--- config.mk ---
export PLATFORM = sky130hd
export DESIGN_NAME = bms_boot_sel
export DESIGN_NICKNAME = d
export VERILOG_FILES = /design/src/bms_pkg.sv /design/src/bms_det_if.sv /design/src/bms_break_det.sv /design/src/bms_boot_sel.sv
export SDC_FILE = /design/constraint.sdc
export NUM_CORES = 1
export LEC_CHECK = 0
export BUFFER_PORTS_ARGS = -buffer_cell sky130_fd_sc_hd__buf_2
export CAP_MARGIN = 5
export CELL_PAD_IN_SITES_DETAIL_PLACEMENT = 1
export CELL_PAD_IN_SITES_GLOBAL_PLACEMENT = 2
export CORE_ASPECT_RATIO = 1.4
export CORE_MARGIN = 2
export CORE_UTILIZATION = 25
export DETAILED_ROUTE_END_ITERATION = 10
export PLACE_DENSITY_LB_ADDON = 0.1
export SLEW_MARGIN = 20
export SYNTH_ARGS = -nofsm -noshare
export SYNTH_HDL_FRONTEND = slang
export SYNTH_HIERARCHICAL = 1
export SYNTH_SLANG_ARGS = --single-unit
--- constraint.sdc ---
create_clock -name ref_clk -period 3.1 [get_ports ref_clk]
set_input_delay 0.31 -clock ref_clk [delete_from_list [all_inputs] [get_ports ref_clk]]
set_output_delay 0.31 -clock ref_clk [all_outputs]
set_load 0.01 [all_outputs]
--- src/bms_pkg.sv ---
/*
  Shared constants and types for the boot mode selector and reset cause logic.
  Assumes a single 100 MHz clock; all flash addresses are byte addresses in user flash space.
*/
package bms_pkg;
  // ==========================================================================
  // clock and timing
  localparam longint unsigned CLK_HZ          = 64'd100_000_000;
  localparam longint unsigned FAILSAFE_TIME_S = 64'd3600;   // about one hour
  localparam logic [39:0]     FAILSAFE_CYCLES = 40'(FAILSAFE_TIME_S * CLK_HZ);
  localparam longint unsigned LIN_FAST_BAUD   = 64'd100_000;
  localparam longint unsigned BREAK_BITS      = 64'd11;     // shortest break we accept
  // least time: round up to whole cycles
  localparam int unsigned     BREAK_CYCLES    =
    int'((BREAK_BITS * CLK_HZ + LIN_FAST_BAUD - 64'd1) / LIN_FAST_BAUD);

  // ==========================================================================
  // flash layout
  localparam logic [31:0] DEBUG_ENTRY_ADDR = 32'h0000_0000;
  localparam logic [31:0] PAGE0_START_ADDR = 32'h0000_0000;
  localparam logic [31:0] PAGE0_SIG_ADDR   = 32'h0000_07fc;
  localparam logic [31:0] PAGE0_CRC_LAST   = 32'h0000_07fb;
  localparam logic [31:0] PAGE0_KEY        = 32'h1640_0000;
  localparam logic [31:0] BL_CRC_OFS       = 32'h0000_0004;
  localparam logic [31:0] BL_CRC_LAST_OFS  = 32'h0000_0005;
  localparam logic [31:0] BL_LOW_OFS       = 32'h0000_001c;
  localparam logic [31:0] BL_ENTRY_OFS     = 32'h0000_0020;
  localparam logic [31:0] BL_MAX_BYTES     = 32'h0000_7800; // 30 kB
  localparam logic [31:0] BL_UNUSED_SHORT  = 32'h0fff_ffff;
  localparam logic [31:0] BL_UNUSED_ONES   = 32'hffff_ffff;
  localparam logic [31:0] FLASH_SMALL      = 32'h0001_8000;
  localparam logic [31:0] FLASH_LARGE      = 32'h0002_0000;

  // ==========================================================================
  // software reset request
  localparam logic [31:0] IRC_REG_ADDR = 32'he000_ed0c;
  localparam logic [31:0] SW_RESET_KEY = 32'h05fa_0004;

  // ==========================================================================
  // reset cause bit positions
  localparam int CAUSE_W   = 4;
  localparam int CAUSE_POR = 0;
  localparam int CAUSE_PIN = 1;
  localparam int CAUSE_WD  = 2;
  localparam int CAUSE_SW  = 3;
  localparam logic [3:0] CAUSE_RESET = 4'h1; // power-on leaves only its own bit

  // ==========================================================================
  // start-up sequence states, one-hot
  typedef enum logic [11:0] {
    ST_STRAP    = 12'h001,
    ST_RD_P0    = 12'h002,
    ST_CRC_P0   = 12'h004,
    ST_RD_BCRC  = 12'h008,
    ST_RD_BLOW  = 12'h010,
    ST_RD_BENT  = 12'h020,
    ST_CRC_BL   = 12'h040,
    ST_DEBUG    = 12'h080,
    ST_USER     = 12'h100,
    ST_BOOT     = 12'h200,
    ST_DNLD     = 12'h400,
    ST_FAILSAFE = 12'h800
  } bms_state_t;
endpackage : bms_pkg

--- src/bms_det_if.sv ---
/*
  Carrier between the sequencer and each frame start detector.
  Assumes both ends run on the same clock.
*/
`timescale 1ns/1ps
interface bms_det_if;
  logic sample;   // synchronous receive level
  logic arm;      // detector enabled
  logic start;    // one-cycle frame start pulse
  modport det (input sample, input arm, output start);
  modport ctl (output sample, output arm, input start);
endinterface : bms_det_if

--- src/bms_break_det.sv ---
/*
  Frame start detector: a low level held for a full break, then the rising edge.
  Assumes the receive level is already synchronous to ref_clk.
*/
`timescale 1ns/1ps
module bms_break_det
  import bms_pkg::*;
#(
  parameter int unsigned BREAK_CYC = BREAK_CYCLES
) (
  input  wire logic ref_clk,
  input  wire logic reset_n,
  input  wire logic clk_en,
  bms_det_if.det    det
);
  // ==========================================================================
  // parameter check
  if (BREAK_CYC < 1 || BREAK_CYC > 65535) begin : g_bad_break
    $error("break length must be 1 to 65535 cycles");
  end

  localparam logic [15:0] BREAK_LAST = 16'(BREAK_CYC - 1);

  typedef struct packed {
    logic [15:0] cnt;
    logic        brk;
    logic        start;
  } bms_det_st_t;

  bms_det_st_t s_q;
  bms_det_st_t s_d;

  // ==========================================================================
  // break counting; a glitch high restarts the count
  always_comb begin
    s_d       = s_q;
    s_d.start = 1'b0;
    if (!det.arm) begin
      s_d.cnt = 16'h0000;
      s_d.brk = 1'b0;
    end else if (!det.sample) begin
      if (s_q.cnt == BREAK_LAST) begin
        s_d.brk = 1'b1;
      end else begin
        s_d.cnt = s_q.cnt + 16'h0001;
      end
    end else begin
      s_d.start = s_q.brk; // delimiter edge ends the break
      s_d.brk   = 1'b0;
      s_d.cnt   = 16'h0000;
    end
  end

  always_ff @(posedge ref_clk) begin
    if (!reset_n) begin
      s_q <= '0;
    end else if (clk_en) begin
      s_q <= s_d;
    end
  end

  assign det.start = s_q.start;
endmodule : bms_break_det

--- src/bms_boot_sel.sv ---
/*
  Boot mode selector and reset cause keeper.
  Assumes reset_n is the power-on reset, other resets arrive as one-cycle events,
  and flash words and region CRCs come from an outside engine by request/ack.
*/
// What this block does
// - strap low after reset: debug start, branch to address zero, no check.
// - strap high: page zero valid when CRC word matches; branch to start.
// - fixed key in page zero validity word also counts as valid.
// - else check bootloader: CRC, lowest address, entry words at top of flash.
// - flash size parameter is 0x18000 or 0x20000 bytes.
// - bootloader invalid: enter download mode and wait for LIN data.
// - no valid LIN frame for about an hour: fail-safe until power cycle.
// - download path supports fast LIN up to 100 kbaud.
// - download mode entered only via reset; left only by another reset or the fail-safe timeout.
// - entering download mode raises the transceiver enable pin.
// - first frame start on integrated or external receive pin picks the pins.
// - pin choice automatic only in download mode; else software owns pins.
// - key written to reset control register requests a software reset.
// - each cause bit holds until software clears it.
// - pin reset does not disturb the debug session state.
// - cause bits: 3 software, 2 watchdog, 1 pin, 0 power-on.
// - SRAM invalid after power-on, else only on double-bit ECC at start-up.
// - writing one to a clear bit clears that cause bit.
`timescale 1ns/1ps
module bms_boot_sel
  import bms_pkg::*;
#(
  parameter logic [31:0] USER_FLASH_BYTES = FLASH_SMALL,
  parameter logic [39:0] FAILSAFE_CYC     = FAILSAFE_CYCLES,
  parameter int unsigned BREAK_CYC        = BREAK_CYCLES
) (
  input  wire logic                ref_clk,
  input  wire logic                reset_n,
  input  wire logic                clk_en,
  input  wire logic                debug_strap_pin,
  input  wire logic                pin_reset_event,
  input  wire logic                watchdog_reset_event,
  input  wire logic                sw_wr_valid,
  input  wire logic [31:0]         sw_wr_addr,
  input  wire logic [31:0]         sw_wr_data,
  input  wire logic                clear_wr_valid,
  input  wire logic [CAUSE_W-1:0]  clear_wr_data,
  input  wire logic                ecc_double_err,
  output logic                     flash_rd_req,
  output logic [31:0]              flash_rd_addr,
  input  wire logic                flash_rd_ack,
  input  wire logic [31:0]         flash_rd_data,
  output logic                     crc_req,
  output logic [31:0]              crc_first_addr,
  output logic [31:0]              crc_last_addr,
  input  wire logic                crc_done,
  input  wire logic [31:0]         crc_value,
  input  wire logic                lin_pin_rx,
  output logic                     lin_pin_tx,
  input  wire logic                external_receive_pin,
  output logic                     external_transmit_pin,
  output logic                     external_transmit_oe,
  output logic                     transceiver_enable_pin,
  input  wire logic                dl_tx_data,
  output logic                     dl_rx_data,
  output logic                     dl_pin_ext,
  input  wire logic                dl_frame_valid,
  output logic [11:0]              boot_state,
  output logic                     branch_valid,
  output logic [31:0]              branch_addr,
  output logic [CAUSE_W-1:0]       reset_cause_register,
  output logic                     sys_reset_req,
  output logic                     periph_reset,
  output logic                     top_die_clear,
  output logic                     sram_invalid,
  output logic                     debug_session
);
  // ==========================================================================
  // parameter checks
  if (USER_FLASH_BYTES != FLASH_SMALL && USER_FLASH_BYTES != FLASH_LARGE) begin : g_bad_size
    $error("user flash size must be 0x18000 or 0x20000");
  end
  if (FAILSAFE_CYC == 40'h00_0000_0000) begin : g_bad_timeout
    $error("fail-safe timeout must be at least one cycle");
  end

  localparam logic [31:0] BL_CRC_ADDR   = USER_FLASH_BYTES - BL_CRC_OFS;
  localparam logic [31:0] BL_LOW_ADDR   = USER_FLASH_BYTES - BL_LOW_OFS;
  localparam logic [31:0] BL_ENTRY_ADDR = USER_FLASH_BYTES - BL_ENTRY_OFS;
  localparam logic [31:0] BL_CRC_LAST   = USER_FLASH_BYTES - BL_CRC_LAST_OFS;
  localparam logic [31:0] BL_FLOOR      = USER_FLASH_BYTES - BL_MAX_BYTES;
  localparam logic [39:0] FS_LAST       = FAILSAFE_CYC - 40'h00_0000_0001;

  typedef struct packed {
    bms_state_t         st;
    logic [CAUSE_W-1:0] cause;
    logic               rd_req;
    logic [31:0]        rd_addr;
    logic               crc_req;
    logic [31:0]        crc_lo;
    logic [31:0]        crc_hi;
    logic [31:0]        sig;
    logic [31:0]        bl_low;
    logic               br_valid;
    logic [31:0]        br_addr;
    logic               xcvr_en;
    logic               sel_done;
    logic               sel_ext;
    logic               ext_tx;
    logic               ext_oe;
    logic               lin_tx;
    logic               rx;
    logic [39:0]        idle_cnt;
    logic               sys_rst;
    logic               periph_rst;
    logic               top_die;
    logic               sram_bad;
    logic               dbg;
  } bms_main_t;

  bms_main_t s_q;
  bms_main_t s_d;

  // ==========================================================================
  // frame start detectors on both receive paths
  bms_det_if lin_det ();
  bms_det_if ext_det ();

  assign lin_det.sample = lin_pin_rx;
  assign ext_det.sample = external_receive_pin;
  assign lin_det.arm    = (s_q.st == ST_DNLD) && !s_q.sel_done;
  assign ext_det.arm    = (s_q.st == ST_DNLD) && !s_q.sel_done;

  bms_break_det #(.BREAK_CYC(BREAK_CYC)) u_lin_det (
    .ref_clk (ref_clk),
    .reset_n (reset_n),
    .clk_en  (clk_en),
    .det     (lin_det.det)
  );

  bms_break_det #(.BREAK_CYC(BREAK_CYC)) u_ext_det (
    .ref_clk (ref_clk),
    .reset_n (reset_n),
    .clk_en  (clk_en),
    .det     (ext_det.det)
  );

  // ==========================================================================
  // reset event decode
  logic sw_key_hit;
  logic any_soft_rst;
  logic [CAUSE_W-1:0] cause_set;

  assign sw_key_hit   = sw_wr_valid && (sw_wr_addr == IRC_REG_ADDR)
                        && (sw_wr_data == SW_RESET_KEY);
  assign cause_set    = {sw_key_hit, watchdog_reset_event, pin_reset_event, 1'b0};
  assign any_soft_rst = |cause_set;

  // bootloader words must hang together before a CRC is worth running
  logic bl_entry_ok;
  assign bl_entry_ok = (flash_rd_data != BL_UNUSED_SHORT)
                       && (flash_rd_data != BL_UNUSED_ONES)
                       && flash_rd_data[0]
                       && (s_q.bl_low >= BL_FLOOR) && (s_q.bl_low < BL_ENTRY_ADDR)
                       && (flash_rd_data > s_q.bl_low)
                       && (flash_rd_data < BL_ENTRY_ADDR);

  // ==========================================================================
  // start-up sequence, pin selection and cause keeping
  always_comb begin
    s_d            = s_q;
    s_d.sys_rst    = 1'b0;
    s_d.periph_rst = 1'b0;
    s_d.top_die    = 1'b0;
    // set wins over a clear in the same cycle
    s_d.cause      = (s_q.cause & ~clear_wr_data & {CAUSE_W{clear_wr_valid}})
                     | (s_q.cause & {CAUSE_W{!clear_wr_valid}}) | cause_set;
    s_d.sys_rst    = sw_key_hit;
    if (ecc_double_err && (s_q.st inside {ST_STRAP, ST_RD_P0, ST_CRC_P0, ST_RD_BCRC,
        ST_RD_BLOW, ST_RD_BENT, ST_CRC_BL})) begin
      s_d.sram_bad = 1'b1;
    end
    case (s_q.st)
      ST_STRAP: begin
        // single sample; the decision holds until the next reset
        if (!debug_strap_pin) begin
          s_d.st       = ST_DEBUG;
          s_d.br_valid = 1'b1;
          s_d.br_addr  = DEBUG_ENTRY_ADDR;
          s_d.dbg      = 1'b1;
        end else begin
          s_d.st      = ST_RD_P0;
          s_d.rd_req  = 1'b1;
          s_d.rd_addr = PAGE0_SIG_ADDR;
        end
      end
      ST_RD_P0: begin
        if (flash_rd_ack) begin
          s_d.rd_req = 1'b0;
          s_d.sig    = flash_rd_data;
          if (flash_rd_data == PAGE0_KEY) begin
            s_d.st       = ST_USER;
            s_d.br_valid = 1'b1;
            s_d.br_addr  = PAGE0_START_ADDR;
          end else begin
            s_d.st      = ST_CRC_P0;
            s_d.crc_req = 1'b1;
            s_d.crc_lo  = PAGE0_START_ADDR;
            s_d.crc_hi  = PAGE0_CRC_LAST;
          end
        end
      end
      ST_CRC_P0: begin
        if (crc_done) begin
          s_d.crc_req = 1'b0;
          if (crc_value == s_q.sig) begin
            s_d.st       = ST_USER;
            s_d.br_valid = 1'b1;
            s_d.br_addr  = PAGE0_START_ADDR;
          end else begin
            s_d.st      = ST_RD_BCRC;
            s_d.rd_req  = 1'b1;
            s_d.rd_addr = BL_CRC_ADDR;
          end
        end
      end
      ST_RD_BCRC: begin
        if (flash_rd_ack) begin
          s_d.sig     = flash_rd_data;
          s_d.st      = ST_RD_BLOW;
          s_d.rd_addr = BL_LOW_ADDR;
        end
      end
      ST_RD_BLOW: begin
        if (flash_rd_ack) begin
          s_d.bl_low  = flash_rd_data;
          s_d.st      = ST_RD_BENT;
          s_d.rd_addr = BL_ENTRY_ADDR;
        end
      end
      ST_RD_BENT: begin
        if (flash_rd_ack) begin
          s_d.rd_req  = 1'b0;
          s_d.br_addr = flash_rd_data;
          if (bl_entry_ok) begin
            s_d.st      = ST_CRC_BL;
            s_d.crc_req = 1'b1;
            s_d.crc_lo  = s_q.bl_low;
            s_d.crc_hi  = BL_CRC_LAST;
          end else begin
            s_d.st       = ST_DNLD;
            s_d.br_addr  = DEBUG_ENTRY_ADDR;
            s_d.xcvr_en  = 1'b1;
            s_d.idle_cnt = '0;
          end
        end
      end
      ST_CRC_BL: begin
        if (crc_done) begin
          s_d.crc_req = 1'b0;
          if (crc_value == s_q.sig) begin
            s_d.st       = ST_BOOT;
            s_d.br_valid = 1'b1;
          end else begin
            s_d.st       = ST_DNLD;
            s_d.br_addr  = DEBUG_ENTRY_ADDR;
            s_d.xcvr_en  = 1'b1;
            s_d.idle_cnt = '0;
          end
        end
      end
      ST_DNLD: begin
        // plain bit path, so fast rates pass; set ahead of the fail-safe rest levels
        s_d.rx     = s_q.sel_ext ? external_receive_pin : lin_pin_rx;
        s_d.ext_tx = s_q.sel_ext ? dl_tx_data : 1'b1;
        s_d.ext_oe = s_q.sel_ext;
        s_d.lin_tx = s_q.sel_ext ? 1'b1 : dl_tx_data;
        // no exit to a run mode from here; only a reset restarts the sequence
        if (dl_frame_valid) begin
          s_d.idle_cnt = '0;
        end else if (s_q.idle_cnt == FS_LAST) begin
          s_d.st      = ST_FAILSAFE;
          s_d.xcvr_en = 1'b0;
          s_d.ext_oe  = 1'b0;
          s_d.ext_tx  = 1'b1;
          s_d.lin_tx  = 1'b1;
        end else begin
          s_d.idle_cnt = s_q.idle_cnt + 40'h00_0000_0001;
        end
        // first start wins; a tie stays on the integrated pin
        if (!s_q.sel_done && lin_det.start) begin
          s_d.sel_done = 1'b1;
        end else if (!s_q.sel_done && ext_det.start) begin
          s_d.sel_done = 1'b1;
          s_d.sel_ext  = 1'b1;
        end
      end
      ST_DEBUG, ST_USER, ST_BOOT, ST_FAILSAFE: begin
        s_d.st = s_q.st;
      end
      default: begin
        s_d.st = ST_STRAP;
      end
    endcase
    // any reset other than power-on reruns start-up with pins at rest, except in fail-safe
    if (any_soft_rst && (s_q.st != ST_FAILSAFE)) begin
      s_d.st         = ST_STRAP;
      s_d.rd_req     = 1'b0;
      s_d.crc_req    = 1'b0;
      s_d.br_valid   = 1'b0;
      s_d.br_addr    = DEBUG_ENTRY_ADDR;
      s_d.xcvr_en    = 1'b0;
      s_d.sel_done   = 1'b0;
      s_d.sel_ext    = 1'b0;
      s_d.ext_tx     = 1'b1;
      s_d.ext_oe     = 1'b0;
      s_d.lin_tx     = 1'b1;
      s_d.rx         = 1'b1;
      s_d.idle_cnt   = '0;
      s_d.periph_rst = 1'b1;
      s_d.sram_bad   = 1'b0;
      if (!pin_reset_event || watchdog_reset_event || sw_key_hit) begin
        s_d.dbg = 1'b0;
      end
    end
  end

  // ==========================================================================
  // state register; power-on reset sets its own cause and flags
  always_ff @(posedge ref_clk) begin
    if (!reset_n) begin
      s_q            <= '0;
      s_q.st         <= ST_STRAP;
      s_q.cause      <= CAUSE_RESET;
      s_q.ext_tx     <= 1'b1;
      s_q.lin_tx     <= 1'b1;
      s_q.rx         <= 1'b1;
      s_q.periph_rst <= 1'b1;
      s_q.top_die    <= 1'b1;
      s_q.sram_bad   <= 1'b1;
    end else if (clk_en) begin
      s_q <= s_d;
    end
  end

  // ==========================================================================
  // outputs straight from the state register
  assign flash_rd_req           = s_q.rd_req;
  assign flash_rd_addr          = s_q.rd_addr;
  assign crc_req                = s_q.crc_req;
  assign crc_first_addr         = s_q.crc_lo;
  assign crc_last_addr          = s_q.crc_hi;
  assign lin_pin_tx             = s_q.lin_tx;
  assign external_transmit_pin  = s_q.ext_tx;
  assign external_transmit_oe   = s_q.ext_oe;
  assign transceiver_enable_pin = s_q.xcvr_en;
  assign dl_rx_data             = s_q.rx;
  assign dl_pin_ext             = s_q.sel_ext;
  assign boot_state             = s_q.st;
  assign branch_valid           = s_q.br_valid;
  assign branch_addr            = s_q.br_addr;
  assign reset_cause_register   = s_q.cause;
  assign sys_reset_req          = s_q.sys_rst;
  assign periph_reset           = s_q.periph_rst;
  assign top_die_clear          = s_q.top_die;
  assign sram_invalid           = s_q.sram_bad;
  assign debug_session          = s_q.dbg;
endmodule : bms_boot_sel

==> flow_summary.ini <==
[outcome]
outcome = finished, final reports clean

[yosys]
yosysWarnings = 6
yosys-top-cells-area = dfxtp_1, buf_4, nand2_1
synth_edf_count = 0
seq_area_frac_synth = 0.367
synthesis.instances = 1553
ys_ff_latch = 241
ys.flop_type = dfxtp_1
synthArstFlopShare = 0
yosysTopAreaCell = dfxtp_1
postSynthAreaPerCell_um2 = 8.46
yosysTopAreaCellShare = 0.367
synth.distinct_cells = 85
syn_area_um2 = 13100

[floorplanning]
core_um2 = 52000
die_h_um = 275
rows = 99
die_area_um2 = 54400
io_pins = 305
dieWidth_um = 198
start_util = 0.252

[sta]
rsz0062_at_grt = false
fin_crit_ns = 2.84
worst_slack_ns = 0.256
tns_ns = 0
slew_headroom = 0.534
fin_skew_ns = 0.0247
timing.hold.ws_ns = 0.0277
fin_crit_sh = 0.918
worst_pin_slew_ns = 0.699
max_freq_mhz = 352
hold_viol = 0
report.final.setup_viol = 0
maxSlewViolCount = 0

[worst_setup_path]
timing.rr.end = crc_req
crit_path_start = s_q[112]
end_kind = register
reg2reg_depth = 12
required_ns = 3.60
worstPathArrival_ns = 3.35
r2r_start = s_q[112]
crit_end = crc_req
crit_type = reg -> reg
crit_path_max_fanout = 3
r2r_slack_ns = 0.26
worstSetupStartpointType = register

[min_path]
timing.hold.worst.class = in -> reg
min_from = dl_tx_data

[routing]
wl_um = 48200
viasPerCell = 4.82
wl_per_cell_um = 19.7
firstDrtPassIters = 4
ant_nets = 0
via_count = 11809
drc = 0
drt-initial-drc-count = 392

[cts]
cts-resized-gates = 0
clock_latency_ns = 0.58
postCtsSetupRepairBufs = 0
hold_buffers = 0
tritoncts = yes
htree_num_levels = 1
cts.sinks = 241
clk_pin_slew_worst_paths_ns = 0.06
cts_root_buf = clkbuf_16
clockBufferDepth = 3
numCtsBuffers = 29

[global_routing]
grt.overflow.total = 0
antenna_found_initial = 3
grt_pass1_wl_um = 73500
grt_use_total = 0.173
first_global_vias = 12218
grt_max_degree = 56

[power]
p_per_area_nw_per_um2 = 463
leakagePower_nw = 6.31
ir_worst_vdd_uv = 385

[placement]
place_hpwl_um = 37000
post-place-ws_ns = 0.136
port_buffers = 269
gp_congestion = 0.811

[final_layout]
drive_gt1_frac = 0.260
final_net_count = 1952
syn_to_final_growth_pct = 20.7
postLayoutCoreUtil = 0.305

[flow_run]
drv.max_cap_violation_count = 0
[power breakdown]
part | leakage (nW) | internal [mW] | switching (mW)
combinational | 3.87 | 0.237 | 0.343
sequential | 1.94 | 3.11 | 0.0108
clock | 0.499 | 2.20 | 1.45
[cells in the final DEF (no fill, tap or decap), drive strengths merged, types with 14 or more instances in the layout]
master and count:
xnor2 37, or3 17, dfxtp 241, inv 41, nor2 83, nor4 31, nor4b 14, a21oi 52
buf 364, o21ai 74, a22o 15, xor2 18, nand4 67, and2 27, nor3 15, nand2 217
conb 35, and3 42, nand3 67, nor2b 20, a21boi 105, clkbuf 44, ha 35
[metal layers]
layer  GRT usage  wire (um)
met1       0.215      21000
met2       0.315      24400
met3      0.0217       1780
met4      0.0427        948
met5           0          0
[cells in the mapped netlist (8+ instances only)]
library cell and n:
buf_2 15, o31ai_1 13, nand2_1 216, clkbuf_1 42
a21boi_1 20, xor2_1 18, a21o_1 8, and2_1 24
nor4_1 21, o21ai_0 68, ha_1 35, xnor2_1 37
nor4_4 8, dfxtp_1 241, and4_1 13, inv_1 40
and3_1 39, a21oi_1 50, a21boi_0 84, or3_1 11
a22o_1 15, nor2_1 83, nand3_1 64, a31oi_1 10
buf_4 151, nand4_1 66, nor2b_1 20, nor3_1 12
nor4b_1 13
[layout make-up]
| type | instances | area (um2) |
|---|---|---|
| antenna | 3 | 7.51 |
| clock buffer | 44 | 882 |
| clock inverter | 8 | 121 |
| fill | 6188 | 36200 |
| inverter | 40 | 150 |
| multi-input combinational | 1094 | 6870 |
| sequential | 241 | 4820 |
| tap | 656 | 821 |
| timing repair buffer | 364 | 2190 |
[sequential cells by signal (all words and copies together), names as in the netlist, 2 cells and up, named ones only]
register,flops
crc_first_addr,32
branch_addr,32
crc_last_addr,2
u_ext_det/s_q,17
boot_state,12
flash_rd_addr,4
s_q,105
reset_cause_register,3
u_lin_det/s_q,17
[worst max-delay path, stage by stage (launching register included)]
cell and delay (ns):
dfxtp_1 0.35, inv_1 0.05, ha_1 0.30, nand4_1 0.19, buf_4 0.20, nor4_1 0.48, nand3_1 0.14, nand4_1 0.16
buf_4 0.15, a21oi_1 0.08, o21ai_0 0.33, mux2i_1 0.23, o21a_1 0.12
[kinds of logic (layout without fill, tap and decap cells)]
family	count (synthesis)	in the layout	share of synthesized area
other	1	38	0.000285
buffers and inverters	252	456	0.122
adder cells (fa/ha/maj)	35	35	0.0333
multiplexers	2	2	0.00152
AO/OA/AOI/OAI	315	315	0.165
AND/OR/NAND/NOR	652	652	0.274
flip-flops	241	241	0.367
XOR/XNOR	55	55	0.0367
[worst min path at each step]
stage,cells after the start,to
final,3,external_transmit_pin
after global routing,3,external_transmit_pin
after CTS,3,external_transmit_pin
after detailed placement,2,register
after global placement,2,register
after floorplan,2,register
[metrics by stage]
step | power, mW | area [um2] | cells
CTS | 7.50 | 15800 | 2447
finish | 7.35 | 15900 | 2450
global placement | 3.78 | 14800 | 2395
floorplan | 3.50 | 13300 | 1587
global route | 7.66 | 15900 | 2449
detailed placement | 3.78 | 14800 | 2395
(Power assumes the default switching activity.)
